==> src/xfc_consts.vh <==
// constants of the event-driven data transfer controller
// assumes a 24-bit byte address space and 16-bit wide memory data
`ifndef XFC_CONSTS_VH
`define XFC_CONSTS_VH

// register byte offsets on the wishbone slave
`define XFC_OFS_ACT_EN 8'h00
`define XFC_OFS_SOFT_VEC 8'h04
`define XFC_OFS_STATUS 8'h08

// soft vector register layout
`define XFC_SOFT_BIT 7
`define XFC_VEC_W 7

// status register layout
`define XFC_ST_BUSY 0
`define XFC_ST_SOFT_END 1
`define XFC_ST_VEC_LO 8

// first mode word fields
`define XFC_SM_HI 7
`define XFC_SM_LO 6
`define XFC_DM_HI 5
`define XFC_DM_LO 4
`define XFC_MD_HI 3
`define XFC_MD_LO 2
`define XFC_DTS 1
`define XFC_SZ 0

// second mode word fields
`define XFC_CHAIN_ENABLE 7
`define XFC_CHAIN_ON_ZERO_SELECT 6
`define XFC_PER_TRANSFER_IRQ_SELECT 5

// encodings
`define XFC_AM_FIXED 2'h0
`define XFC_AM_INC 2'h2
`define XFC_MD_NORMAL 2'h0
`define XFC_MD_REPEAT 2'h1
`define XFC_MD_BLOCK 2'h2

// descriptor geometry and vector table
`define XFC_DESC_BYTES 24'h00000c
`define XFC_DESC_LAST 3'h5
`define XFC_VEC_TABLE 24'h000400
`define XFC_RAM_PAGE 8'hff
`define XFC_STEP_BYTE 24'h000001
`define XFC_STEP_WORD 24'h000002

// reset values
`define XFC_RST_ACT_EN 1'h0
`define XFC_RST_VEC 7'h00

`endif

==> src/xfc_data_transfer_controller.v <==
// event-driven data transfer controller: descriptor fetch, move, write-back
// assumes a wishbone classic master, a 16-bit memory port acked per access,
// and peripherals that drop their request the cycle after a clear pulse
`timescale 1ns/100ps
`include "xfc_consts.vh"

module xfc_data_transfer_controller #(
    parameter NUM_SRC = 8,
    parameter [6:0] IRQ_VEC_BASE = 7'h40
) (
    input wire clk_i,
    input wire rst_i,
    input wire ce_i,
    input wire module_stop_i,
    input wire wb_cyc_i,
    input wire wb_stb_i,
    input wire wb_we_i,
    input wire [7:0] wb_adr_i,
    input wire [3:0] wb_sel_i,
    input wire [31:0] wb_dat_i,
    output reg [31:0] wb_dat_o,
    output reg wb_ack_o,
    input wire [NUM_SRC-1:0] irq_req_i,
    output reg [NUM_SRC-1:0] flag_clr_o,
    output wire [NUM_SRC-1:0] cpu_irq_o,
    output reg soft_transfer_end_irq_o,
    output reg mem_req_o,
    output reg mem_we_o,
    output reg mem_size_o,
    output reg [23:0] mem_addr_o,
    output reg [15:0] mem_wdata_o,
    input wire [15:0] mem_rdata_i,
    input wire mem_ack_i
);

    localparam [3:0] S_IDLE = 4'h0;
    localparam [3:0] S_VEC = 4'h1;
    localparam [3:0] S_DRD = 4'h2;
    localparam [3:0] S_RD = 4'h3;
    localparam [3:0] S_WR = 4'h4;
    localparam [3:0] S_DWB = 4'h5;
    localparam [3:0] S_FIN = 4'h6;

    reg [3:0] state;
    reg [NUM_SRC-1:0] activation_enable_reg;
    reg soft_activate_bit;
    reg [6:0] soft_vec;
    reg soft_pend;
    reg is_soft;
    reg [NUM_SRC-1:0] cur_onehot;
    reg [6:0] cur_vec;
    reg [23:0] desc_addr;
    reg [2:0] idx;
    reg [7:0] transfer_mode_word_a;
    reg [7:0] transfer_mode_word_b;
    reg [23:0] source_address_info;
    reg [23:0] dest_address_info;
    reg [15:0] transfer_count_a;
    reg [15:0] block_count_b;
    reg hit_zero;

    wire bus_req;
    wire [7:0] bus_ofs;
    wire [1:0] sm;
    wire [1:0] dm;
    wire [1:0] md;
    wire usz;
    wire area_src;
    wire [7:0] block_size_reload;
    wire [7:0] block_size_counter;
    wire [8:0] reload9;
    wire [23:0] step;
    wire [23:0] span;
    wire [23:0] sar_inc;
    wire [23:0] dar_inc;
    wire wrap;
    wire chain_go;
    wire want_irq;
    wire [15:0] rd_unit;

    reg start_hw;
    reg [NUM_SRC-1:0] sel_onehot;
    reg [6:0] sel_vec;
    integer k;

    assign bus_req = wb_cyc_i & wb_stb_i & ~wb_ack_o;
    assign bus_ofs = {wb_adr_i[7:2], 2'h0};

    // mode word decode
    assign sm = {transfer_mode_word_a[`XFC_SM_HI],
                 transfer_mode_word_a[`XFC_SM_LO]};
    assign dm = {transfer_mode_word_a[`XFC_DM_HI],
                 transfer_mode_word_a[`XFC_DM_LO]};
    assign md = {transfer_mode_word_a[`XFC_MD_HI],
                 transfer_mode_word_a[`XFC_MD_LO]};
    assign usz = transfer_mode_word_a[`XFC_SZ];
    assign area_src = transfer_mode_word_a[`XFC_DTS];
    assign block_size_reload = transfer_count_a[15:8];
    assign block_size_counter = transfer_count_a[7:0];

    // address steps and area span
    assign step = usz ? `XFC_STEP_WORD : `XFC_STEP_BYTE;
    assign reload9 = {(block_size_reload == 8'h00), block_size_reload};
    assign span = usz ? {14'h0000, reload9, 1'b0} : {15'h0000, reload9};
    assign sar_inc = (sm == `XFC_AM_INC) ?
                     source_address_info + step : source_address_info;
    assign dar_inc = (dm == `XFC_AM_INC) ?
                     dest_address_info + step : dest_address_info;
    assign wrap = (md != `XFC_MD_NORMAL) && (block_size_counter == 8'h01);
    assign rd_unit = usz ? mem_rdata_i : {8'h00, mem_rdata_i[7:0]};

    // chaining and end-of-activation decisions
    assign chain_go = transfer_mode_word_b[`XFC_CHAIN_ENABLE] &
                      (~transfer_mode_word_b[`XFC_CHAIN_ON_ZERO_SELECT] | hit_zero);
    assign want_irq = (md == `XFC_MD_REPEAT) ? 1'b0 :
                      (transfer_mode_word_b[`XFC_PER_TRANSFER_IRQ_SELECT] | hit_zero);

    // sources without enable go straight to the cpu
    genvar g;
    generate
        for (g = 0; g < NUM_SRC; g = g + 1) begin : g_irq
            assign cpu_irq_o[g] = irq_req_i[g] &
                                  ~activation_enable_reg[g];
        end
    endgenerate

    // lowest pending enabled source wins; a source being cleared waits
    always @* begin
        start_hw = 1'b0;
        sel_onehot = {NUM_SRC{1'b0}};
        sel_vec = `XFC_RST_VEC;
        for (k = NUM_SRC - 1; k >= 0; k = k - 1) begin
            if (irq_req_i[k] & activation_enable_reg[k] &
                ~flag_clr_o[k]) begin
                start_hw = 1'b1;
                sel_onehot = {NUM_SRC{1'b0}};
                sel_onehot[k] = 1'b1;
                sel_vec = IRQ_VEC_BASE + k[6:0];
            end
        end
    end

    // descriptor word k as stored in ram
    function [15:0] desc_word;
        input [2:0] i;
        begin
            case (i)
                3'h0: desc_word = {transfer_mode_word_a,
                                   source_address_info[23:16]};
                3'h1: desc_word = source_address_info[15:0];
                3'h2: desc_word = {transfer_mode_word_b,
                                   dest_address_info[23:16]};
                3'h3: desc_word = dest_address_info[15:0];
                3'h4: desc_word = transfer_count_a;
                default: desc_word = block_count_b;
            endcase
        end
    endfunction

    always @(posedge clk_i) begin
        if (rst_i) begin
            state <= S_IDLE;
            activation_enable_reg <= {NUM_SRC{`XFC_RST_ACT_EN}};
            soft_activate_bit <= 1'b0;
            soft_vec <= `XFC_RST_VEC;
            soft_pend <= 1'b0;
            soft_transfer_end_irq_o <= 1'b0;
            is_soft <= 1'b0;
            cur_onehot <= {NUM_SRC{1'b0}};
            cur_vec <= `XFC_RST_VEC;
            desc_addr <= 24'h000000;
            idx <= 3'h0;
            transfer_mode_word_a <= 8'h00;
            transfer_mode_word_b <= 8'h00;
            source_address_info <= 24'h000000;
            dest_address_info <= 24'h000000;
            transfer_count_a <= 16'h0000;
            block_count_b <= 16'h0000;
            hit_zero <= 1'b0;
            flag_clr_o <= {NUM_SRC{1'b0}};
            mem_req_o <= 1'b0;
            mem_we_o <= 1'b0;
            mem_size_o <= 1'b0;
            mem_addr_o <= 24'h000000;
            mem_wdata_o <= 16'h0000;
            wb_ack_o <= 1'b0;
            wb_dat_o <= 32'h00000000;
        end else if (ce_i) begin
            // register slave; module stop answers but ignores access
            wb_ack_o <= bus_req;
            flag_clr_o <= {NUM_SRC{1'b0}};
            if (bus_req) begin
                wb_dat_o <= 32'h00000000;
                if (module_stop_i) begin
                    wb_dat_o <= 32'h00000000;
                end else if (wb_we_i & wb_sel_i[0]) begin
                    if (bus_ofs == `XFC_OFS_ACT_EN) begin
                        activation_enable_reg <= wb_dat_i[NUM_SRC-1:0];
                    end else if (bus_ofs == `XFC_OFS_SOFT_VEC) begin
                        if (wb_dat_i[`XFC_SOFT_BIT]) begin
                            if (~soft_activate_bit) begin
                                soft_activate_bit <= 1'b1;
                                soft_vec <= wb_dat_i[6:0];
                                soft_pend <= 1'b1;
                            end
                        end else begin
                            soft_activate_bit <= 1'b0;
                            soft_transfer_end_irq_o <= 1'b0;
                        end
                    end
                end else if (~wb_we_i) begin
                    if (bus_ofs == `XFC_OFS_ACT_EN) begin
                        wb_dat_o[NUM_SRC-1:0] <= activation_enable_reg;
                    end else if (bus_ofs == `XFC_OFS_SOFT_VEC) begin
                        wb_dat_o[7:0] <= {soft_activate_bit, soft_vec};
                    end else if (bus_ofs == `XFC_OFS_STATUS) begin
                        wb_dat_o[`XFC_ST_BUSY] <= (state != S_IDLE);
                        wb_dat_o[`XFC_ST_SOFT_END] <=
                            soft_transfer_end_irq_o;
                        wb_dat_o[`XFC_ST_VEC_LO+6:`XFC_ST_VEC_LO] <=
                            cur_vec;
                    end
                end
            end

            case (state)
                S_IDLE: begin
                    // one activation at a time, soft first
                    if (~module_stop_i & (soft_pend | start_hw)) begin
                        is_soft <= soft_pend;
                        cur_onehot <= soft_pend ? {NUM_SRC{1'b0}} :
                                      sel_onehot;
                        cur_vec <= soft_pend ? soft_vec : sel_vec;
                        soft_pend <= 1'b0;
                        mem_req_o <= 1'b1;
                        mem_we_o <= 1'b0;
                        mem_size_o <= 1'b1;
                        mem_addr_o <= `XFC_VEC_TABLE +
                            {16'h0000, soft_pend ? soft_vec : sel_vec, 1'b0};
                        state <= S_VEC;
                    end
                end
                S_VEC: begin
                    if (mem_ack_i) begin
                        desc_addr <= {`XFC_RAM_PAGE, mem_rdata_i};
                        mem_addr_o <= {`XFC_RAM_PAGE, mem_rdata_i};
                        idx <= 3'h0;
                        state <= S_DRD;
                    end
                end
                S_DRD: begin
                    if (mem_ack_i) begin
                        case (idx)
                            3'h0: begin
                                transfer_mode_word_a <= mem_rdata_i[15:8];
                                source_address_info[23:16] <=
                                    mem_rdata_i[7:0];
                            end
                            3'h1: source_address_info[15:0] <= mem_rdata_i;
                            3'h2: begin
                                transfer_mode_word_b <= mem_rdata_i[15:8];
                                dest_address_info[23:16] <= mem_rdata_i[7:0];
                            end
                            3'h3: dest_address_info[15:0] <= mem_rdata_i;
                            3'h4: transfer_count_a <= mem_rdata_i;
                            default: block_count_b <= mem_rdata_i;
                        endcase
                        if (idx == `XFC_DESC_LAST) begin
                            // first data read of this descriptor
                            mem_size_o <= transfer_mode_word_a[`XFC_SZ];
                            mem_addr_o <= source_address_info;
                            hit_zero <= 1'b0;
                            state <= S_RD;
                        end else begin
                            mem_addr_o <= mem_addr_o + `XFC_STEP_WORD;
                            idx <= idx + 3'h1;
                        end
                    end
                end
                S_RD: begin
                    if (mem_ack_i) begin
                        source_address_info <= sar_inc;
                        mem_we_o <= 1'b1;
                        mem_addr_o <= dest_address_info;
                        mem_wdata_o <= rd_unit;
                        state <= S_WR;
                    end
                end
                S_WR: begin
                    if (mem_ack_i) begin
                        mem_we_o <= 1'b0;
                        // repeat or block area restores at end of area
                        if (wrap & area_src) begin
                            source_address_info <= source_address_info - span;
                        end
                        if (wrap & ~area_src) begin
                            dest_address_info <= dar_inc - span;
                        end else begin
                            dest_address_info <= dar_inc;
                        end
                        if (md == `XFC_MD_NORMAL) begin
                            // zero load wraps to ffff: 65536 units
                            transfer_count_a <= transfer_count_a - 16'h0001;
                            hit_zero <= (transfer_count_a == 16'h0001);
                        end else if (wrap) begin
                            transfer_count_a[7:0] <= block_size_reload;
                        end else begin
                            transfer_count_a[7:0] <= block_size_counter - 8'h01;
                        end
                        if (md == `XFC_MD_BLOCK & wrap) begin
                            block_count_b <= block_count_b - 16'h0001;
                            hit_zero <= (block_count_b == 16'h0001);
                        end
                        if (md == `XFC_MD_BLOCK & ~wrap) begin
                            mem_addr_o <= source_address_info;
                            state <= S_RD;
                        end else begin
                            mem_req_o <= 1'b0; // descriptor back to ram
                            idx <= 3'h0;
                            mem_we_o <= 1'b1;
                            mem_size_o <= 1'b1;
                            mem_addr_o <= desc_addr;
                            state <= S_DWB;
                        end
                    end
                end
                S_DWB: begin
                    if (~mem_req_o) begin
                        mem_req_o <= 1'b1;
                        mem_wdata_o <= desc_word(3'h0);
                    end else if (mem_ack_i) begin
                        if (idx == `XFC_DESC_LAST) begin
                            mem_we_o <= 1'b0;
                            if (chain_go) begin
                                desc_addr <= desc_addr + `XFC_DESC_BYTES;
                                mem_addr_o <= desc_addr + `XFC_DESC_BYTES;
                                idx <= 3'h0;
                                state <= S_DRD;
                            end else begin
                                mem_req_o <= 1'b0;
                                state <= S_FIN;
                            end
                        end else begin
                            mem_addr_o <= mem_addr_o + `XFC_STEP_WORD;
                            mem_wdata_o <= desc_word(idx + 3'h1);
                            idx <= idx + 3'h1;
                        end
                    end
                end
                S_FIN: begin
                    // only the last link touches flags and enables
                    if (is_soft) begin
                        if (want_irq) begin
                            soft_transfer_end_irq_o <= 1'b1;
                        end else begin
                            soft_activate_bit <= 1'b0;
                        end
                    end else if (want_irq) begin
                        activation_enable_reg <=
                            activation_enable_reg & ~cur_onehot;
                    end else begin
                        flag_clr_o <= cur_onehot;
                    end
                    state <= S_IDLE;
                end
                default: begin
                    mem_req_o <= 1'b0;
                    mem_we_o <= 1'b0;
                    state <= S_IDLE;
                end
            endcase
        end
    end

endmodule

==> config.mk <==
export PLATFORM = sky130hd
export DESIGN_NAME = xfc_data_transfer_controller
export DESIGN_NICKNAME = d
export VERILOG_FILES = /design/src/xfc_data_transfer_controller.v
export VERILOG_INCLUDE_DIRS = /design/src
export SDC_FILE = /design/constraint.sdc
export NUM_CORES = 1
export LEC_CHECK = 0
export ABC_AREA = 1
export BUFFER_PORTS_ARGS = -buffer_cell sky130_fd_sc_hd__buf_2
export CAP_MARGIN = 40
export CELL_PAD_IN_SITES_DETAIL_PLACEMENT = 1
export CELL_PAD_IN_SITES_GLOBAL_PLACEMENT = 2
export CORE_MARGIN = 3
export CORE_UTILIZATION = 33
export CTS_CLUSTER_SIZE = 40
export DETAILED_ROUTE_END_ITERATION = 8
export PLACE_DENSITY = 0.87
export SLEW_MARGIN = 5
export SYNTH_ARGS = -nofsm -noshare
export SYNTH_HDL_FRONTEND = slang
export SYNTH_SLANG_ARGS = --single-unit
export TNS_END_PERCENT = 1
==> constraint.sdc <==
create_clock -name clk_i -period 4.14 [get_ports clk_i]
set_input_delay 0.828 -clock clk_i [delete_from_list [all_inputs] [get_ports clk_i]]
set_output_delay 0.828 -clock clk_i [all_outputs]
set_load 0.01 [all_outputs]
# Yosys cells after proc, flatten, opt, wreduce, memory -nomap -nowiden
# Cells that the tools add are included.
classes:
  addsub: 11
  n_mul: 0
  n_div: 0
  n_lt_le_gt_ge: 0
  n_eq_ne: 50
  shifts: 0
  muxes: 173
  bitwise: 63
  reduce_logical: 40
ops:
  columns: ["cell", "count"]
  rows:
  - ["$mux 24", 23]
  - ["$mux 16", 14]
  - ["$mux 8", 25]
  - ["$pmux 24 s6", 1]
  - ["$pmux 16 s2", 3]
  - ["$pmux 24 s2", 2]
  - ["$mux 7", 12]
  - ["$pmux 16 s5", 1]
  - ["$pmux 24 s3", 1]
  - ["$mux 1", 57]
  - ["$add 24x2->24", 2]
  - ["$sub 24x10->24", 2]
  - ["$mux 15", 3]
  - ["$mux 4", 9]
  - ["$ne 2x2->1 const B", 17]
  - ["$and 1x1->1", 33]
  - ["$mux 3", 11]
  - ["$eq 16x1->1 const B", 2]
  - ["$reduce_and 8->1", 4]
  - ["$sub 16x1->16 const B", 2]
  - ["$reduce_and 10->1", 3]
  - ["$not 1->1", 25]
  - ["$reduce_and 5->1", 5]
  - ["$add 24x2->24 const B", 1]
  - ["46 further kinds", 79]
totals:
  regBits: 229
  latchBits: 0
  ramBits: 0
  rom_bits: 0
  input_bits: 76
  output_inout_bits: 93
  word_cells: 366
  n_memories: 0

# Longest topological paths before layout
logic_depth:
  depth_word: 14
  depth_mapped: 24
  mapped_depth_nobuf: 23

# Worst setup path before layout
# OpenSTA, ideal clock, no wires.
synth_path:
  kind: "register -> register"
  from: "reg state[0]"
  to: "reg source_address_info[16]"
  setup_ns: 0.074
  arrival_time_ns: 3.166
  t_required_ns: 4.066
  setup_slack_ns: 0.899
  path_stages_with_launch: 21
  n_path_buf: 2
  period_less_slack_ns: 3.241
  path_cell_list: "dfxtp_1 > nor2_2 > inv_2 > nor2_8 > buf_1 > clkbuf_1 > a21oi_1 > ha_1 > inv_1 > fa_1 > nand3_1 > nand2_1 > nand2_1 > nand2_1 > inv_1 > o21bai_1 > nand3_1 > nand2_1 > xor2_1 > nand2_1 > a31oi_1"
synth_between:
  elab_chain_cells: 3
  elab_cells_between_ends: 12
  cone_classes: "9 x eq/ne; 1 x mux; 2 x reduce/logical"
synth_rtl:
  columns: ["element", "line", "text"]
  rows:
  - ["start, declared", "xfc_data_transfer_controller.v:44", "reg [3:0] state;"]
  - ["start signal, assigned", "xfc_data_transfer_controller.v:162", "state <= S_IDLE;"]
  - ["start signal, assigned", "xfc_data_transfer_controller.v:240", "state <= S_VEC;"]
  - ["start signal, assigned", "xfc_data_transfer_controller.v:248", "state <= S_DRD;"]
  - ["$eq 4x2->1 / $eq 4x3->1 (equally long branches)", "xfc_data_transfer_controller.v:226", "case (state)"]
  - ["$ne 2x1->1 (no source line), or another cell as far along", null, null]
  - ["$reduce_and 8->1 (no source line)", null, null]
  - ["end signal, assigned", "xfc_data_transfer_controller.v:256", "source_address_info[23:16] <="]
  - ["end signal, assigned", "xfc_data_transfer_controller.v:282", "source_address_info <= sar_inc;"]
  - ["end signal, assigned", "xfc_data_transfer_controller.v:294", "source_address_info <= source_address_info - span;"]
  - ["end, declared", "xfc_data_transfer_controller.v:56", "reg [23:0] source_address_info;"]
# Parallel ways exist; a longest one is shown, timed or not.
# A chain may end at the register's enable or synchronous reset.

# Worst setup path after layout
layout_path:
  from: "reg transfer_mode_word_a[0]"
  to: "reg dest_address_info[16]"
layout_between:
  elab_chain_cells: 7
  elab_cells_between_ends: 8
  cone_classes: "2 x add/sub; 6 x mux"
layout_rtl:
  columns: ["element", "line", "text"]
  rows:
  - ["start, declared", "xfc_data_transfer_controller.v:54", "reg [7:0] transfer_mode_word_a;"]
  - ["start signal, assigned", "xfc_data_transfer_controller.v:255", "transfer_mode_word_a <= mem_rdata_i[15:8];"]
  - ["$mux 2 (no source line)", null, null]
  - ["$add 24x2->24", "xfc_data_transfer_controller.v:108", "dest_address_info + step : dest_address_info;"]
  - ["$mux 24", "xfc_data_transfer_controller.v:107", "assign dar_inc = (dm == `XFC_AM_INC) ?"]
  - ["$sub 24x10->24", "xfc_data_transfer_controller.v:297", "dest_address_info <= dar_inc - span;"]
  - ["$mux 24 (*)", "xfc_data_transfer_controller.v:296", "if (wrap & ~area_src) begin"]
  - ["$mux 24 (*)", "xfc_data_transfer_controller.v:290", "if (mem_ack_i) begin"]
  - ["$pmux 24 s2 (*)", "xfc_data_transfer_controller.v:226", null]
  - ["end signal, assigned", "xfc_data_transfer_controller.v:262", "dest_address_info[23:16] <= mem_rdata_i[7:0];"]
  - ["end signal, assigned", "xfc_data_transfer_controller.v:297", null]
  - ["end signal, assigned", "xfc_data_transfer_controller.v:299", "dest_address_info <= dar_inc;"]
  - ["end, declared", "xfc_data_transfer_controller.v:57", "reg [23:0] dest_address_info;"]
# Every way passes the cells marked *; elsewhere a longest branch is shown, timed or not. The select of a mux whose other input is x is not followed.

==> results.sh <==
export IMPL_drv_slew=0
export IMPL_cts_sinks=228
export IMPL_dp_cells=3316
export IMPL_path_clk_slew_ns=0.07
export IMPL_drc=0
export IMPL_worstMarginPinSlew_ns=0.844
export IMPL_syn2layout_area_growth_pct=13.1
export IMPL_vias_per_cell=5.73
export IMPL_ioPinCount=169
export IMPL_cts_tree="built"
export IMPL_grt_max_degree=72
export IMPL_ctsHoldBuffers=0
export IMPL_end_kind="flip-flop"
export IMPL_die_area_um2=53300
export IMPL_p_leak_nw=7.93
export IMPL_drv_cap=0
export IMPL_cp_required_ns=4.59
export IMPL_floorplan_initialDensity_pct=33.8
export IMPL_hold_viol_final=0
export IMPL_drt_iter0_markers=1947
export IMPL_drive_gt1_share_pct=11.4
export IMPL_root_buffer="clkbuf_16"
export IMPL_setup_viol=0
export IMPL_critical_path_startpoint_type="flip-flop"
export IMPL_fp_coreArea_um2=49500
export IMPL_layout_min_cycle_time_ns=3.74
export IMPL_num_rows=81
export IMPL_yosys_warnings=0
export IMPL_seq_area_frac_synth_pct=27.3
export IMPL_grt_setup_unrepaired="no"
export IMPL_drt_first_pass_iters=6
export IMPL_min_path_type="reg2reg"
export IMPL_fmax_mhz=268
export IMPL_cts_resized=0
export IMPL_via_count=19300
export IMPL_fill_cells=6539
export IMPL_crit_fanout=6
export IMPL_maxSlewHeadroom_pct=43.8
export IMPL_instances_no_fill=3369
export IMPL_syn_cell_area_um2=16700
export IMPL_ant_nets=0
export IMPL_criticalPathCategory="reg2reg"
export IMPL_synth_cell_types=64
export IMPL_die_y_um=231
export IMPL_status="completed"
export IMPL_grt_pass1_wl_um=119000
export IMPL_power_density_nw_per_um2=297
export IMPL_overflow=0
export IMPL_cts_buffers=29
export IMPL_totalWireLength_um=79600
export IMPL_multi_input_comb_area_um2=10300
export IMPL_grt_usage_pct=28.7
export IMPL_postCtsSetupBuffers=0
export IMPL_place_congestion=1.00
export IMPL_synth_edff_count=0
export IMPL_htreeDepth=1
export IMPL_syn_mean_instance_area_um2=6.41
export IMPL_grt_pass1_vias=19000
export IMPL_antenna_found_initial=2
export IMPL_cts_max_path_buffers=3
export IMPL_wire_per_inst_um=23.6
export IMPL_ys_async_sr_fraction_pct=0
export IMPL_crit_arrival_ns=4.18
export IMPL_ys_seq_elements=228
export IMPL_clk_insertion_delay_late_ns=0.58
export IMPL_die_width_um=231
export IMPL_io_buffers=122
export IMPL_synth_cells=2606
export IMPL_hpwl_um=62400
export IMPL_fin_worst_skew_ns=0.0246
export IMPL_setup_tns_ns=0
export IMPL_layout_worst_path_cycle_share_pct=90.3
export IMPL_ir_drop_uv=304
export IMPL_seqCellArea_um2=4560
export IMPL_synth_main_ff_cell="dfxtp_1"
export IMPL_fin_nets=2811
==> power by group <==
group          total (mW)  internal [mW]  switching [mW]
Clock                2.85           1.75            1.10
Combinational       0.472          0.128           0.344
Sequential           2.28           2.23          0.0516
==> layer usage <==
layer | vias to the layer above | GRT usage [%] | share of wire (%)
met5 | - | 0 | 0.044
met1 | 9410 | 39.4 | 44
met4 | 4 | 11.5 | 4.6
li1 | 8977 | - | -
met3 | 195 | 3.66 | 6.9
met2 | 711 | 45.7 | 44
==> metrics by stage <==
stage | hold WS (ns) | setup WS (ns) | total power [mW] | utilization, % | instance area [um2]
global route | 0.488 | 0.0599 | 5.76 | 38.2 | 18900
floorplan | 0.430 | 0.899 | 2.58 | - | 16800
finish | 0.451 | 0.403 | 5.60 | 38.2 | 18900
global placement | 0.437 | 0.592 | 2.77 | 36.0 | 17800
CTS | 0.456 | 0.459 | 5.62 | 38.2 | 18900
detailed placement | 0.440 | 0.479 | 2.78 | 36.1 | 17800
==> final timing paths <==
kind	from	to	slack [ns]	cells past startpoint
worst min register to register	mem_we_o	mem_we_o	0.45	2
worst min-delay path	mem_we_o	mem_we_o	0.45	2
worst max-delay path	transfer_mode_word_a[0]	dest_address_info[16]	0.40	19
worst max register to register	transfer_mode_word_a[0]	dest_address_info[16]	0.40	19
==> critical path: stages (launching register included) <==
cell and delay, ns:
dfxtp_1 0.53, inv_1 0.11, ha_1 0.23, fa_1 0.49
inv_1 0.04, o21ai_0 0.37, inv_1 0.12, fa_1 0.46
inv_1 0.13, nand3_1 0.08, nand2_1 0.16, nand3_1 0.09
nand2_1 0.11, nand2_1 0.06, nor2_1 0.18, nor3_4 0.10
nand2_1 0.08, nand2_1 0.06, nand3_1 0.11, a31oi_1 0.09
==> placed cells by master, fill, tap and decap left out, types with 17 or more instances in the layout <==
| cell type | synthesis | routed |
|---|---|---|
| conb_1 | 1 | 17 |
| inv_1 | 296 | 295 |
| buf_2 | 29 | 123 |
| ha_1 | 49 | 49 |
| o21ai_0 | 255 | 255 |
| nor3_1 | 38 | 38 |
| dfxtp_1 | 228 | 228 |
| nor2_2 | 18 | 18 |
| nor2_1 | 232 | 232 |
| nand2_1 | 521 | 521 |
| nand4_1 | 36 | 36 |
| xor2_1 | 51 | 51 |
| o22ai_1 | 36 | 36 |
| inv_2 | 27 | 27 |
| buf_4 | 28 | 31 |
| nand3_1 | 139 | 139 |
| o211ai_1 | 34 | 34 |
| a221oi_1 | 27 | 27 |
| a21oi_1 | 234 | 234 |
| clkbuf_16 | 0 | 29 |
| a31oi_1 | 73 | 73 |
==> cell families (layout without fill, tap and decap cells) <==
group / after synthesis / count (layout) / synth area share (%)
simple gates: 1055 / 1055 / 27.9
buf+inv: 457 / 539 / 11.3
compound gates: 748 / 748 / 26.0
fa+ha+maj: 52 / 52 / 4.03
mux: 1 / 1 / 0.0599
flops: 228 / 228 / 27.3
xor+xnor: 64 / 64 / 3.36
other cells: 1 / 18 / 0.0225
==> synthesized netlist by cell type (all sizes together), types with 2 or more instances <==
cell | count | area (um2)
o31ai | 7 | 52.6
o311ai | 3 | 26.3
nor3 | 45 | 279
nor4 | 7 | 50.1
o22ai | 36 | 225
a211oi | 16 | 125
or2 | 12 | 75.1
nand3b | 8 | 63.8
clkinv | 8 | 30.0
nor3b | 2 | 15.0
fa | 3 | 60.1
o21bai | 7 | 52.6
nand3 | 145 | 756
and2 | 7 | 43.8
dfxtp | 228 | 4560
nand2 | 531 | 2020
nor2 | 261 | 1120
a311oi | 4 | 35.0
nand4 | 36 | 225
a221oi | 27 | 236
clkbuf | 61 | 230
inv | 323 | 1210
ha | 49 | 613
buf | 65 | 415
o221ai | 12 | 105
o21ai | 267 | 1350
o211ai | 34 | 255
xor2 | 51 | 447
xnor2 | 13 | 114
a21o | 3 | 22.5
a31oi | 73 | 457
o2111ai | 5 | 43.8
a22oi | 3 | 22.5
a21oi | 238 | 1210
o41ai | 2 | 32.5
a41oi | 6 | 52.6
==> final cells by class <==
class | count | share of cell area, %
Clock inverter | 15 | 1.23
Tap cell | 664 | 4.40
Timing Repair Buffer | 156 | 4.74
Clock buffer | 37 | 4.32
Antenna cell | 1 | 0.0132
Inverter | 331 | 6.59
Sequential cell | 228 | 24.2
Multi-Input combinational cell | 1937 | 54.6
Note: power is estimated with default switching activity, not from simulation.
